==> config.mk <==
export PLATFORM = sky130hd
export DESIGN_NAME = sleep_mode_controller
export DESIGN_NICKNAME = d
export VERILOG_FILES = /design/src/rtl/sleep_pkg.sv /design/src/rtl/sleep_link_if.sv /design/src/rtl/wake_qualifier.sv /design/src/rtl/startup_timer.sv /design/src/rtl/sleep_mode_controller.sv
export SDC_FILE = /design/constraint.sdc
export NUM_CORES = 1
export LEC_CHECK = 0
export BUFFER_PORTS_ARGS = -buffer_cell sky130_fd_sc_hd__buf_2
export CAP_MARGIN = 40
export CORE_MARGIN = 2
export CORE_UTILIZATION = 53
export DETAILED_ROUTE_END_ITERATION = 10
export GPL_TIMING_DRIVEN = 0
export PLACE_DENSITY_LB_ADDON = 0.08
export SLEW_MARGIN = 20
export SYNTH_ARGS = -nofsm -noshare
export SYNTH_HDL_FRONTEND = slang
export SYNTH_SLANG_ARGS = --single-unit
==> constraint.sdc <==
create_clock -name clock -period 3.6 [get_ports clock]
set_input_delay 0.36 -clock clock [delete_from_list [all_inputs] [get_ports clock]]
set_output_delay 0.36 -clock clock [all_outputs]
set_load 0.02 [all_outputs]
==> src/rtl/sleep_pkg.sv <==
`default_nettype none
package sleep_pkg;

	// ----------------------------------------
	// Register map
	// ----------------------------------------
	localparam int ADDR_W = 8;
	localparam logic [ADDR_W-1:0] ADDR_CONTROL = 8'h00;
	localparam logic [ADDR_W-1:0] ADDR_STATUS = 8'h04;
	localparam logic [7:0] CONTROL_RESET = 8'h00;
	localparam int CTRL_ARM_BIT = 7;
	localparam int CTRL_SEL_HI = 6;
	localparam int CTRL_SEL_LO = 4;
	localparam int CTRL_EXT_IRQ_ONE_HI = 3;
	localparam int CTRL_EXT_IRQ_ONE_LO = 2;
	localparam int CTRL_EXT_IRQ_ZERO_HI = 1;
	localparam int CTRL_EXT_IRQ_ZERO_LO = 0;
	localparam logic [1:0] SENSE_LOW_LEVEL = 2'h0;
	localparam int STAT_STATE_LO = 0;
	localparam int STAT_MODE_LO = 4;
	localparam int STAT_RESET_WAKE_BIT = 7;

	// ----------------------------------------
	// Modes and states
	// ----------------------------------------
	typedef enum logic [2:0] {
		MODE_IDLE = 3'h0,
		MODE_ADC_NR = 3'h1,
		MODE_POWER_DOWN = 3'h2,
		MODE_POWER_SAVE = 3'h3,
		MODE_RSVD_4 = 3'h4,
		MODE_RSVD_5 = 3'h5,
		MODE_STANDBY = 3'h6,
		MODE_EXT_STANDBY = 3'h7
	} sleep_mode_e;

	typedef enum logic [3:0] {
		ST_ACTIVE = 4'h1,
		ST_ASLEEP = 4'h2,
		ST_STARTUP = 4'h4,
		ST_HOLD = 4'h8
	} sleep_state_e;

	// ----------------------------------------
	// Timing, in clock cycles
	// ----------------------------------------
	localparam int COUNT_W = 16;
	localparam logic [COUNT_W-1:0] HOLD_CYCLES = 16'h0004;
	localparam logic [COUNT_W-1:0] SHORT_STARTUP_CYCLES = 16'h0006;
	localparam logic [COUNT_W-1:0] NO_STARTUP_CYCLES = 16'h0000;
	localparam logic [3:0] FUSE_CRYSTAL_MIN = 4'h9;

	// ----------------------------------------
	// Wake source and clock domain positions
	// ----------------------------------------
	localparam int WAKE_ADC = 0;
	localparam int WAKE_TWI = 1;
	localparam int WAKE_ASYNC_TIMER = 2;
	localparam int WAKE_SPM_EE = 3;
	localparam int WAKE_EXT_LEVEL = 4;
	localparam int WAKE_EXT_TWO = 5;
	localparam int WAKE_OTHER = 6;
	localparam int WAKE_NUM = 7;
	localparam int DOM_CPU = 0;
	localparam int DOM_FLASH = 1;
	localparam int DOM_IO = 2;
	localparam int DOM_ADC = 3;
	localparam int DOM_ASY = 4;
	localparam int DOM_MAIN_OSC = 5;
	localparam int DOM_TIMER_OSC = 6;
	localparam int DOM_NUM = 7;

endpackage
`default_nettype wire

==> src/rtl/sleep_link_if.sv <==
`default_nettype none
interface sleep_link_if;
	sleep_pkg::sleep_mode_e mode;
	logic [sleep_pkg::WAKE_NUM-1:0] sources;
	logic wake;
	logic load;
	logic [sleep_pkg::COUNT_W-1:0] cycles;
	logic done;

	modport ctrl (output mode, sources, load, cycles, input wake, done);
	modport qual (input mode, sources, output wake);
	modport timer (input load, cycles, output done);
endinterface
`default_nettype wire

==> src/rtl/wake_qualifier.sv <==
`default_nettype none
module wake_qualifier (
	sleep_link_if.qual link
);
	// ----------------------------------------
	// Sources allowed to end each mode
	// ----------------------------------------
	function automatic logic [sleep_pkg::WAKE_NUM-1:0] allowed(input sleep_pkg::sleep_mode_e m);
		logic [sleep_pkg::WAKE_NUM-1:0] a;
		a = '0;
		unique case (m)
			sleep_pkg::MODE_IDLE: begin
				a = '1;
			end
			sleep_pkg::MODE_ADC_NR: begin
				a = '1;
				a[sleep_pkg::WAKE_OTHER] = 1'b0;
			end
			sleep_pkg::MODE_POWER_DOWN, sleep_pkg::MODE_STANDBY: begin
				a[sleep_pkg::WAKE_TWI] = 1'b1;
				a[sleep_pkg::WAKE_EXT_LEVEL] = 1'b1;
				a[sleep_pkg::WAKE_EXT_TWO] = 1'b1;
			end
			sleep_pkg::MODE_POWER_SAVE, sleep_pkg::MODE_EXT_STANDBY: begin
				a[sleep_pkg::WAKE_TWI] = 1'b1;
				a[sleep_pkg::WAKE_EXT_LEVEL] = 1'b1;
				a[sleep_pkg::WAKE_EXT_TWO] = 1'b1;
				a[sleep_pkg::WAKE_ASYNC_TIMER] = 1'b1;
			end
			default: begin
				a = '0;
			end
		endcase
		return a;
	endfunction

	always_comb begin
		link.wake = |(link.sources & allowed(link.mode));
	end
endmodule
`default_nettype wire

==> src/rtl/startup_timer.sv <==
`default_nettype none
module startup_timer (
	// Clock and reset
	input wire logic clock,
	input wire logic rst,
	// Control
	sleep_link_if.timer link
);
	logic [sleep_pkg::COUNT_W-1:0] count;
	logic [sleep_pkg::COUNT_W-1:0] next_count;

	// ----------------------------------------
	// Down counter, done on its last cycle
	// ----------------------------------------
	always_comb begin
		next_count = count;
		if (link.load) begin
			next_count = link.cycles;
		end else if (count != '0) begin
			next_count = count - 1'b1;
		end
	end

	always_ff @(posedge clock or posedge rst) begin
		if (rst) begin
			count <= '0;
		end else begin
			count <= next_count;
		end
	end

	assign link.done = (count == {{(sleep_pkg::COUNT_W-1){1'b0}}, 1'b1});
endmodule
`default_nettype wire

==> src/rtl/sleep_mode_controller.sv <==
// Behaviour
// - Sleep only when armed at sleep instruction
// - Select bits 6..4 choose one of six modes
// - Standby modes need crystal clock source
// - Hold core four cycles after start-up
// - Register file and SRAM kept unchanged
// - Reset while asleep restarts at reset vector
// - Control register layout, all RW, reset zero
// - Idle stops CPU and flash clocks only
// - Idle wakes on external and internal interrupts
// - Idle or noise mode starts ADC conversion
// - Noise mode stops I/O, CPU, flash clocks
// - Noise mode wakes only on listed events
// - Power-down stops oscillator and generated clocks
// - Power-down wakes on reset, TWI, level, EXT_IRQ_TWO
// - Power-down wake waits fuse start-up delay
// - Power-save adds asynchronous timer when selected
// - Power-save timer wake needs enables set
// - Standby modes keep oscillator, six-cycle wake
//
// The address map and the APB interface to the registers were decided locally.
`default_nettype none
module sleep_mode_controller #(
	parameter logic [sleep_pkg::COUNT_W-1:0] CRYSTAL_STARTUP_CYCLES = 16'h0400
) (
	// Clock and reset
	input wire logic clock,
	input wire logic rst,
	// APB slave
	input wire logic [sleep_pkg::ADDR_W-1:0] paddr,
	input wire logic psel,
	input wire logic penable,
	input wire logic pwrite,
	input wire logic [31:0] pwdata,
	output logic [31:0] prdata,
	output logic pready,
	output logic pslverr,
	// Core
	input wire logic sleep_exec,
	input wire logic reset_request,
	input wire logic global_irq_enable,
	output logic core_halt,
	output logic core_resume,
	output logic core_restart_vector,
	// Wake sources from same-clock logic
	input wire logic adc_enabled,
	input wire logic adc_done,
	input wire logic twi_address_match,
	input wire logic spm_ee_ready,
	input wire logic other_irq,
	input wire logic async_timer_clock_select,
	input wire logic async_timer_overflow,
	input wire logic async_timer_compare,
	input wire logic async_overflow_irq_en,
	input wire logic async_compare_irq_en,
	input wire logic ext_irq_zero_en,
	input wire logic ext_irq_one_en,
	input wire logic ext_irq_two_flag,
	// Pins and fuses
	input wire logic ext_irq_zero,
	input wire logic ext_irq_one,
	input wire logic [3:0] clock_source_fuses,
	// Clock domains and ADC
	output logic [sleep_pkg::DOM_NUM-1:0] clk_domain_en,
	output logic adc_start
);
	sleep_link_if link ();

	// ----------------------------------------
	// Helpers
	// ----------------------------------------
	function automatic logic crystal_source(input logic [3:0] fuses);
		return fuses >= sleep_pkg::FUSE_CRYSTAL_MIN;
	endfunction

	function automatic logic mode_usable(input logic [2:0] sel, input logic crystal);
		logic ok;
		ok = 1'b0;
		unique case (sleep_pkg::sleep_mode_e'(sel))
			sleep_pkg::MODE_IDLE, sleep_pkg::MODE_ADC_NR: begin
				ok = 1'b1;
			end
			sleep_pkg::MODE_POWER_DOWN, sleep_pkg::MODE_POWER_SAVE: begin
				ok = 1'b1;
			end
			sleep_pkg::MODE_STANDBY, sleep_pkg::MODE_EXT_STANDBY: begin
				ok = crystal;
			end
			default: begin
				ok = 1'b0;
			end
		endcase
		return ok;
	endfunction

	function automatic logic [sleep_pkg::COUNT_W-1:0] startup_for(
		input sleep_pkg::sleep_mode_e m, input logic crystal
	);
		logic [sleep_pkg::COUNT_W-1:0] c;
		c = sleep_pkg::NO_STARTUP_CYCLES;
		unique case (m)
			sleep_pkg::MODE_POWER_DOWN, sleep_pkg::MODE_POWER_SAVE: begin
				// Same delay as the reset time-out for this source
				c = crystal ? CRYSTAL_STARTUP_CYCLES : sleep_pkg::SHORT_STARTUP_CYCLES;
			end
			sleep_pkg::MODE_STANDBY, sleep_pkg::MODE_EXT_STANDBY: begin
				c = sleep_pkg::SHORT_STARTUP_CYCLES;
			end
			default: begin
				c = sleep_pkg::NO_STARTUP_CYCLES;
			end
		endcase
		return c;
	endfunction

	function automatic logic [sleep_pkg::DOM_NUM-1:0] domains(
		input sleep_pkg::sleep_state_e s, input sleep_pkg::sleep_mode_e m, input logic as_sel
	);
		logic [sleep_pkg::DOM_NUM-1:0] d;
		logic idle;
		logic nr;
		logic save;
		d = '0;
		idle = (m == sleep_pkg::MODE_IDLE);
		nr = (m == sleep_pkg::MODE_ADC_NR);
		save = (m == sleep_pkg::MODE_POWER_SAVE) || (m == sleep_pkg::MODE_EXT_STANDBY);
		if (s == sleep_pkg::ST_ACTIVE) begin
			d = '1;
			d[sleep_pkg::DOM_TIMER_OSC] = as_sel;
		end else begin
			// CPU and flash stay off until the core is released
			d[sleep_pkg::DOM_IO] = idle;
			d[sleep_pkg::DOM_ADC] = idle || nr;
			d[sleep_pkg::DOM_ASY] = idle || nr || (save && as_sel);
			d[sleep_pkg::DOM_MAIN_OSC] = idle || nr || m[2];
			d[sleep_pkg::DOM_TIMER_OSC] = as_sel && (idle || nr || save);
			if (s == sleep_pkg::ST_STARTUP) begin
				d[sleep_pkg::DOM_MAIN_OSC] = 1'b1;
			end
			if (s == sleep_pkg::ST_HOLD) begin
				d[sleep_pkg::DOM_IO] = 1'b1;
				d[sleep_pkg::DOM_ADC] = 1'b1;
				d[sleep_pkg::DOM_ASY] = 1'b1;
				d[sleep_pkg::DOM_MAIN_OSC] = 1'b1;
			end
		end
		return d;
	endfunction

	// ----------------------------------------
	// Pin and fuse synchronisers
	// ----------------------------------------
	logic [5:0] pin_meta;
	logic [5:0] pin_sync;

	always_ff @(posedge clock or posedge rst) begin
		if (rst) begin
			pin_meta <= 6'h3F;
			pin_sync <= 6'h3F;
		end else begin
			pin_meta <= {clock_source_fuses, ext_irq_one, ext_irq_zero};
			pin_sync <= pin_meta;
		end
	end

	logic ext_irq_zero_level;
	logic ext_irq_one_level;
	logic [3:0] fuses;
	logic crystal;
	assign ext_irq_zero_level = pin_sync[0];
	assign ext_irq_one_level = pin_sync[1];
	assign fuses = pin_sync[5:2];
	assign crystal = crystal_source(fuses);

	// ----------------------------------------
	// Control register
	// ----------------------------------------
	logic [7:0] mcu_sleep_control;
	logic [7:0] next_control;
	logic wr_access;
	logic setup_phase;
	logic sleep_arm;
	logic [2:0] sleep_select;

	assign setup_phase = psel && !penable;
	assign wr_access = psel && penable && pready && pwrite;
	assign sleep_arm = mcu_sleep_control[sleep_pkg::CTRL_ARM_BIT];
	assign sleep_select = mcu_sleep_control[sleep_pkg::CTRL_SEL_HI:sleep_pkg::CTRL_SEL_LO];

	always_comb begin
		next_control = mcu_sleep_control;
		// Only software writes change any bit, the arm bit included
		if (wr_access && paddr == sleep_pkg::ADDR_CONTROL) begin
			next_control = pwdata[7:0];
		end
	end

	always_ff @(posedge clock or posedge rst) begin
		if (rst) begin
			mcu_sleep_control <= sleep_pkg::CONTROL_RESET;
		end else begin
			mcu_sleep_control <= next_control;
		end
	end

	// ----------------------------------------
	// Wake source gathering
	// ----------------------------------------
	logic level0_wake;
	logic level1_wake;
	logic async_wake;

	always_comb begin
		level0_wake = ext_irq_zero_en && !ext_irq_zero_level &&
			(mcu_sleep_control[sleep_pkg::CTRL_EXT_IRQ_ZERO_HI:sleep_pkg::CTRL_EXT_IRQ_ZERO_LO] == sleep_pkg::SENSE_LOW_LEVEL);
		level1_wake = ext_irq_one_en && !ext_irq_one_level &&
			(mcu_sleep_control[sleep_pkg::CTRL_EXT_IRQ_ONE_HI:sleep_pkg::CTRL_EXT_IRQ_ONE_LO] == sleep_pkg::SENSE_LOW_LEVEL);
		async_wake = async_timer_clock_select && global_irq_enable &&
			((async_timer_overflow && async_overflow_irq_en) ||
			(async_timer_compare && async_compare_irq_en));
		link.sources = '0;
		link.sources[sleep_pkg::WAKE_ADC] = adc_done;
		link.sources[sleep_pkg::WAKE_TWI] = twi_address_match;
		link.sources[sleep_pkg::WAKE_ASYNC_TIMER] = async_wake;
		link.sources[sleep_pkg::WAKE_SPM_EE] = spm_ee_ready;
		link.sources[sleep_pkg::WAKE_EXT_LEVEL] = level0_wake || level1_wake;
		link.sources[sleep_pkg::WAKE_EXT_TWO] = ext_irq_two_flag;
		link.sources[sleep_pkg::WAKE_OTHER] = other_irq;
	end

	wake_qualifier u_qualifier (
		.link(link)
	);

	startup_timer u_timer (
		.clock(clock),
		.rst(rst),
		.link(link)
	);

	// ----------------------------------------
	// Sleep sequencer
	// ----------------------------------------
	sleep_pkg::sleep_state_e state;
	sleep_pkg::sleep_state_e next_state;
	sleep_pkg::sleep_mode_e mode;
	sleep_pkg::sleep_mode_e next_mode;
	logic reset_wake;
	logic next_reset_wake;
	logic next_resume;
	logic next_restart;
	logic next_adc_start;
	logic [sleep_pkg::COUNT_W-1:0] delay;

	assign link.mode = mode;

	always_comb begin
		next_state = state;
		next_mode = mode;
		next_reset_wake = reset_wake;
		next_resume = 1'b0;
		next_restart = 1'b0;
		next_adc_start = 1'b0;
		link.load = 1'b0;
		link.cycles = sleep_pkg::HOLD_CYCLES;
		delay = startup_for(mode, crystal);
		unique case (state)
			sleep_pkg::ST_ACTIVE: begin
				next_reset_wake = 1'b0;
				if (sleep_exec && sleep_arm && mode_usable(sleep_select, crystal)) begin
					next_state = sleep_pkg::ST_ASLEEP;
					next_mode = sleep_pkg::sleep_mode_e'(sleep_select);
					next_adc_start = adc_enabled && !sleep_select[2] && !sleep_select[1];
				end
			end
			sleep_pkg::ST_ASLEEP: begin
				if (reset_request || link.wake) begin
					next_reset_wake = reset_request;
					link.load = 1'b1;
					if (delay != sleep_pkg::NO_STARTUP_CYCLES) begin
						link.cycles = delay;
						next_state = sleep_pkg::ST_STARTUP;
					end else begin
						next_state = sleep_pkg::ST_HOLD;
					end
				end
			end
			sleep_pkg::ST_STARTUP: begin
				next_reset_wake = reset_wake || reset_request;
				if (link.done) begin
					link.load = 1'b1;
					next_state = sleep_pkg::ST_HOLD;
				end
			end
			sleep_pkg::ST_HOLD: begin
				next_reset_wake = reset_wake || reset_request;
				if (link.done) begin
					next_state = sleep_pkg::ST_ACTIVE;
					next_restart = reset_wake || reset_request;
					next_resume = !(reset_wake || reset_request);
				end
			end
			default: begin
				next_state = sleep_pkg::ST_ACTIVE;
			end
		endcase
	end

	// Halting the core only stops its clocks; no storage is touched
	always_ff @(posedge clock or posedge rst) begin
		if (rst) begin
			state <= sleep_pkg::ST_ACTIVE;
			mode <= sleep_pkg::MODE_IDLE;
			reset_wake <= 1'b0;
			core_halt <= 1'b0;
			core_resume <= 1'b0;
			core_restart_vector <= 1'b0;
			adc_start <= 1'b0;
			clk_domain_en <= '1;
		end else begin
			state <= next_state;
			mode <= next_mode;
			reset_wake <= next_reset_wake;
			core_halt <= (next_state != sleep_pkg::ST_ACTIVE);
			core_resume <= next_resume;
			core_restart_vector <= next_restart;
			adc_start <= next_adc_start;
			clk_domain_en <= domains(next_state, next_mode, async_timer_clock_select);
		end
	end

	// ----------------------------------------
	// APB read path
	// ----------------------------------------
	logic [31:0] next_prdata;
	logic next_slverr;
	logic [7:0] status;

	always_comb begin
		status = '0;
		status[sleep_pkg::STAT_STATE_LO +: 4] = state;
		status[sleep_pkg::STAT_MODE_LO +: 3] = mode;
		status[sleep_pkg::STAT_RESET_WAKE_BIT] = reset_wake;
		next_prdata = '0;
		next_slverr = 1'b0;
		if (setup_phase) begin
			unique case (paddr)
				sleep_pkg::ADDR_CONTROL: begin
					next_prdata = {24'h000000, mcu_sleep_control};
				end
				sleep_pkg::ADDR_STATUS: begin
					next_prdata = {24'h000000, status};
					next_slverr = pwrite;
				end
				default: begin
					next_slverr = 1'b1;
				end
			endcase
		end
	end

	always_ff @(posedge clock or posedge rst) begin
		if (rst) begin
			prdata <= '0;
			pready <= 1'b0;
			pslverr <= 1'b0;
		end else begin
			prdata <= next_prdata;
			pready <= setup_phase;
			pslverr <= next_slverr;
		end
	end
endmodule
`default_nettype wire

==> key figures, run 1 <==
Outcome
  – Status: completed

Power
  – Total power: 1.60 mW
  – Leakage: 1.97 nW
  – Worst VDD drop: 0.325 mV
  – Power per standard cell area: between 400 and 500 nW/um2

Synthesis
  – Top cell type's share of synthesized area: 0.374
  – Ys flop type: dfrtp_1
  – Number of synthesized flops with an enable pin: 0
  – Yosys Warn Count: 0
  – Mapped Area: roughly 3000 um2
  – Area leader, netlist: dfrtp_1
  – Ys async rst share: 1.00
  – Post-synthesis sequential area ratio: 0.540
  – Mapped Cells: roughly 290
  – Synth Register Bits: 64
  – Avg Cell Area, Syn: 10.6 um2
  – Largest cells by area after synthesis: dfrtp_1 37%, dfstp_2 17%, buf_4 6.2%, nor2_1 4.2%, mux2_2 3.7%
  – Distinct cells, synth: 49

Setup path
  – Critical setup path kind: reg -> reg
  – Worst-path fanout max: 5
  – Crit-path slowest cell: nor4_1
  – Setup crit start kind: flip-flop
  – Cells along the critical path: nor4_1 -> nand4_1 -> nand2_1 -> nand2_1 -> or2_1 -> or4_1
  – Most frequent CP cell: nand2_1
  – CP peak stage delay: 0.54 ns
  – Worst Path Required: 3.85 ns
  – CP Capture Type: flip-flop
  – CP Buf/Inv Count: 0
  – Delay-heaviest family, CP: simple AND/OR/NAND/NOR gates
  – WP data arrival: 2.54 ns

Floorplan
  – CORE AREA: 5510 um2
  – Die H: 79.4 um
  – Die X: 79.4 um
  – Row cnt: 27
  – Ports: 112
  – Total die area: between 6000 and 7000 um2
  – Starting Density: 0.547

Global routing
  – Grt ovf: 0
  – GR Util met3: 0.0455
  – Wire length of the first global-routing pass: just over 9000 um
  – Vias in the first global route: slightly above 2000
  – GRT met1 Usage: 0.236
  – GRT Max-Usage Layer: met2
  – Antenna violations before repair: 0
  – Total GRT Usage: 0.195
  – Largest net degree at the start of global routing: 44
  – Global Route met2 Usage: 0.326

Detailed routing
  – Routed wire length: 5930 um
  – Detailed Routing Iterations Pass 1: 4
  – Via count: about 2300
  – Iter 0 DRT Violations: roughly 150
  – ANT nets after route: 0
  – DRC Markers: 0
  – Average vias per placed instance: 5.00
  – Drt wl/cell: 12.9 um

Min path
  – Hold WC Path Type: in -> reg

Timing
  – Final period util: 0.636
  – Final hold viol count: 0
  – Setup violators final: 0
  – Minimum clock period: between 2 and 2.5 ns
  – Fin Setup TNS: 0 ns
  – Final Max Slew Viols: 0
  – Measured slew at the worst slew-check pin: 0.808 ns
  – Worst Setup Slack, final: 1.31 ns
  – Clk_skew: 0.00622 ns
  – RSZ-0062 raised after global routing: no
  – Slew HR: 0.454
  – Fmax: 437 MHz

Clock network
  – CTS max path bufs: 2
  – Clock sinks: 64
  – Max H-tree Level: 3
  – Clk slew on worst S/H paths: 0.07 ns
  – CTS resizes: 0
  – Num CTS Buffers: 9
  – Root buf cell: clkbuf_8
  – Worst skew pair latency: 0.33 ns
  – CTS tree: yes

Cells and area
  – # diodes: 0
  – Area Overhead vs Synth: 26.0%
  – Final instance area: 3790 um2
  – Post-layout util: 0.689
  – Nets: roughly 450
  – Layout cells sized above 1: 0.368

Place
  – Buffers added on ports: 63
  – Placed cell area: 3520 um2
  – Post-Place Setup Slack: around 1.4 ns
  – GPL Wtd Cong: ~0.9
  – Detail Placement HPWL: 4480 um

Flow run
  – Max cap viols: 0
-- sequential cells by signal (all words and copies together) (netlist names), 3 cells and up --
signal and cells:
u_timer.count 16, mcu_sleep_control 8, prdata 8, clk_domain_en 6, pin_meta 6, pin_sync 6
state 4, link.mode 3
-- cells in the mapped netlist, types with 2 or more instances --
cell type	instances
nand2b_1	5
mux2_2	10
and4_1	2
or3_1	4
o21a_1	2
o21ai_0	5
dfrtp_1	45
xor2_1	5
nor3_1	13
nand4_1	2
buf_4	25
a211oi_1	3
a31oi_1	3
nor2_1	34
nand3_1	5
inv_1	10
buf_2	3
a21o_1	3
ha_1	2
a2bb2oi_1	2
clkbuf_1	2
a21oi_1	3
nand2_1	25
and3_1	2
a22oi_1	9
nor4b_1	5
dfstp_2	19
or4_1	4
nor4_1	6
xnor2_1	8
-- final timing paths --
path                                         endpoint                          start  cells past startpoint  slack [ns]
max                        clk_domain_en[5]$_DFF_PP1_  u_timer.count[12]$_DFFE_PP0P_                      6        1.31
min                             pin_meta[3]$_DFF_PP1_          clock_source_fuses[1]                      1        0.12
max reg2reg                clk_domain_en[5]$_DFF_PP1_  u_timer.count[12]$_DFFE_PP0P_                      6        1.31
min reg2reg                     pin_sync[0]$_DFF_PP1_          pin_meta[0]$_DFF_PP1_                      0        0.36
max in group asynchronous       pin_meta[2]$_DFF_PP1_                            rst                      4        2.51
min in group asynchronous         core_halt$_DFF_PP0_                            rst                      3        0.53
-- cells by family (layout without fill, tap and decap cells) --
logic type,after synthesis,in the layout,synth area share
buffers and inverters,40,121,0.0823
xor gates and xnor gates,13,13,0.0378
muxes,10,10,0.0374
AOI/OAI and AO/OA,40,40,0.0985
adders and majority gates,2,2,0.00831
DFF,64,64,0.540
and+or+nand+nor,115,115,0.195
other,1,24,0.00125
-- through the flow --
stage	instances	hold slack [ns]
5_1_grt	461	0.0991
4_1_cts	461	0.107
6_report	461	0.116
3_3_place_gp	443	0.346
3_5_place_dp	444	0.335
2_1_floorplan	308	0.345
-- what timing repair did --
action	CTS	global route
hold buffers	1	0
setup endpoints to repair	0	0
endpoints found under the hold margin	15	0
setup buffers	0	0
-- worst reg2reg max path: cells and delay by family, from the launching register on --
family           cells  cell delay (ns)
and+or+nand+nor      6             1.77
DFF                  1             0.43
-- layer usage --
metal / part of all wire / vias up
li1: - / 1164
met1: 0.43 / 1067
met2: 0.49 / 62
met3: 0.054 / 13
met4: 0.022 / 0
met5: 0 / -
-- layout make-up --
type,instances,area [um2]
repair buffers,65,345
well taps,72,90.1
multi-input cells,204,1220
flip-flops and latches,64,1630
fillers,437,1710
clock buffers,13,190
inverters,10,40.0
plain buffers,30,210
clock inverters,3,68.8
-- cell usage in the layout, fill, tap and decap left out, types with 3 or more instances in the layout --
cell type	count
inv_1	9
nor4b_1	5
a21o_1	3
o21ai_0	5
conb_1	24
or4_1	4
dfstp_2	19
buf_4	25
dfrtp_1	45
nor2_1	34
a21oi_1	3
clkbuf_8	12
a31oi_1	3
a22oi_1	9
nand2_1	25
buf_2	66
nand2b_1	5
nor3_1	13
nor4_1	6
xnor2_1	8
or3_1	4
mux2_2	10
nand3_1	5
a211oi_1	3
xor2_1	5
-- report_power, final --
| group | internal (mW) | total [mW] | switching, mW | leakage, nW |
|---|---|---|---|---|
| logic | 0.0443 | 0.104 | 0.0596 | 1.01 |
| registers | 0.734 | 0.738 | 0.00370 | 0.821 |
| clock network | 0.490 | 0.758 | 0.268 | 0.131 |
| total | 1.27 | 1.60 | 0.332 | 1.97 |
Note: power is estimated with default switching activity, not from simulation.
==> run 2, diff against run 1 <==
- CORE_UTILIZATION: 53 -> 49
- clock period: 3.6 -> 2.38 ns (I/O delays scaled with it)
==> run 2 against run 1 <==
Net effect: die area rose by 7.7%; cell area increased by 0.96%; sequential share of layout area fell by 0.41 points; via count up 1.9%; clock-buffer cell count grew 1; critical endpoint is now u_timer.count[11]$_DFFE_PP0P_.
==> key figures, run 2 (synthesized netlist as in run 1, its figures left out) <==
Min path
  – Hold WC Path Type: in -> reg

Clock network
  – Worst skew pair latency: 0.34 ns (about the same)
  – Root buf cell: clkbuf_8
  – Max H-tree Level: 3 (unchanged)
  – Num CTS Buffers: 9 (unchanged)
  – Clock sinks: 64 (unchanged)
  – CTS max path bufs: 2 (unchanged)
  – Clk slew on worst S/H paths: 0.06 ns (about the same)
  – CTS tree: yes

Floorplan
  – Starting Density: 0.508 (-0.0382)
  – Total die area: 6790 um2 (+7.7%)
  – Die H: 82.4 um (+3.8%)
  – Die X: 82.4 um (+3.8%)
  – Ports: 112 (unchanged)
  – CORE AREA: 5920 um2 (+7.5%)
  – Row cnt: 28 (+3.7%)

Cells and area
  – Largest register FFs: 16 (unchanged)
  – Nets: 459 (+1.3%)
  – Layout cells sized above 1: 0.362 (-0.00558)
  – Largest registers: u_timer.count (16), mcu_sleep_control (8), prdata (8)
  – Commonest cells after routing, fill and taps aside: 66 x buf_2, 45 x dfrtp_1, 34 x nor2_1
  – Area Overhead vs Synth: 27.2%
  – # diodes: 0 (unchanged)
  – Post-layout util: 0.647 (-0.0421)
  – Commonest non-fill, non-tap cell in the layout: buf_2
  – Most flops, register: u_timer.count

Timing
  – Measured slew at the worst slew-check pin: 0.859 ns (+0.0511 ns)
  – Minimum clock period: 2.23 ns (-0.0594 ns)
  – Final Max Slew Viols: 0 (unchanged)
  – Setup violators final: 0 (unchanged)
  – Fin Setup TNS: 0 ns (unchanged)
  – Fmax: 449 MHz (+2.7%)
  – Clk_skew: 0.00890 ns (+0.00267 ns)
  – Final period util: 0.936 (+0.301)
  – Slew HR: 0.419 (-0.0346)
  – RSZ-0062 raised after global routing: no
  – Final hold viol count: 0 (unchanged)

Setup path
  – Worst-path fanout max: 5 (unchanged)
  – WP data arrival: 2.45 ns (-0.09 ns)
  – Setup crit start kind: flip-flop
  – CP Capture Type: flip-flop
  – Worst Path Required: 2.60 ns (-1.25 ns)
  – Critical setup path kind: reg -> reg

Flow run
  – Max cap viols: 0 (unchanged)

Detailed routing
  – Drt wl/cell: 12.9 um (+0.43%)
  – Via count: 2349 (+1.9%)
  – Routed wire length: 6070 um (+2.4%)
  – Detailed Routing Iterations Pass 1: 4 (unchanged)
  – ANT nets after route: 0 (unchanged)
  – Iter 0 DRT Violations: 155 (+4.7%)
  – Average vias per placed instance: 5.00 (about the same)
  – DRC Markers: 0 (unchanged)

Power
  – Part of the power in registers: 0.492 (+0.031)
  – Switching Power: 0.485 mW (+46%)
  – Cell-internal power: 1.78 mW (+41%)
  – Power per standard cell area: 592 nW/um2 (+40%)
  – Switching Share: 0.214 (+0.00655)
  – Leakage: 1.98 nW (+0.59%)
  – Clk pwr share: 0.434 (-0.040)
  – Worst VDD drop: 0.361 mV (+11%)
  – Comb pwr share: 0.074 (+0.009)

Global routing
  – Wire length of the first global-routing pass: 9700 um (+4.5%)
  – Vias in the first global route: 2039 (-1.4%)
  – Grt ovf: 0 (unchanged)
  – Total GRT Usage: 0.194 (-0.000928)
  – Largest net degree at the start of global routing: 58 (+32%)
  – Antenna violations before repair: 0 (unchanged)

Place
  – Detail Placement HPWL: 4470 um (-0.31%)
  – GPL Wtd Cong: 0.806 (-8.7%)
  – Buffers added on ports: 63 (unchanged)

Outcome
  – Status: completed
## run 2: changes by cell type in the layout (fill, tap and decap cells not counted), sizes merged
cell         previous run  this run
clkbuf                 15        16
dlygate4sd3             1         7
bufinv                  2         1
## run 2: cell type report
type                            count  area [um2]
Buffer                             30         210
Sequential cell                    64        1630
Inverter                           10        40.0
Clock buffer                       14         183
Fill cell                         499        2090
Multi-Input combinational cell    204        1230
Tap cell                           75        93.8
Clock inverter                      2        35.0
Timing Repair Buffer               71         413
## run 2: final timing paths
kind	from	endpoint	slack [ns]	cells after the start
worst max-delay path	u_timer.count[11]$_DFFE_PP0P_	u_timer.count[11]$_DFFE_PP0P_	0.15	5
worst min-delay path	pwdata[6]	mcu_sleep_control[6]$_DFFE_PP0P_	0.11	3
worst max register to register	u_timer.count[11]$_DFFE_PP0P_	u_timer.count[11]$_DFFE_PP0P_	0.15	5
worst min register to register	pin_meta[2]$_DFF_PP1_	pin_sync[2]$_DFF_PP1_	0.35	0
max in group asynchronous	rst	pin_sync[3]$_DFF_PP1_	1.52	4
min in group asynchronous	rst	u_timer.count[5]$_DFFE_PP0P_	0.33	3
## run 2: power groups by stage
| stage | Clock [mW] | Combinational (mW) | Sequential, mW |
|---|---|---|---|
| after detailed placement | 0 | 0.159 | 1.14 |
| after CTS | 1.01 | 0.167 | 1.12 |
| after floorplan | 0 | 0.0984 | 1.14 |
| after global placement | 0 | 0.150 | 1.13 |
| after global routing | 1.06 | 0.186 | 1.12 |
| final | 0.984 | 0.167 | 1.12 |
## run 2: critical path: stages, from the launching register on
cell	delay [ns]
dfrtp_1	0.40
or4_1	0.62
o311ai_1	0.72
nor3_1	0.12
xnor2_1	0.19
nor2_1	0.06
## run 2: repair_timing
action / CTS / global route
setup buffers: 0 / 0
gates resized for setup: 0 / 1
endpoints found under the setup margin: 0 / 1
hold buffers: 7 / 0
endpoints found under the hold margin: 13 / 0
## run 2: per-layer routing
metal,track usage,wire [um],up-vias
met3,0.0620,404,7
li1,-,-,1170
met2,0.266,2690,87
met5,0,0,-
met1,0.289,2910,1085
met4,0.0650,75,0
## run 2: per-stage QoR
step	cells	power [mW]	instance area (um2)	hold WS (ns)	setup slack [ns]
floorplan	308	1.24	3100	0.242	0.361
global placement	446	1.28	3510	0.343	-0.141
detailed placement	447	1.29	3540	0.143	0.178
CTS	470	2.29	3820	0.0951	0.161
global route	470	2.36	3830	0.118	0.0317
finish	470	2.27	3830	0.113	0.151
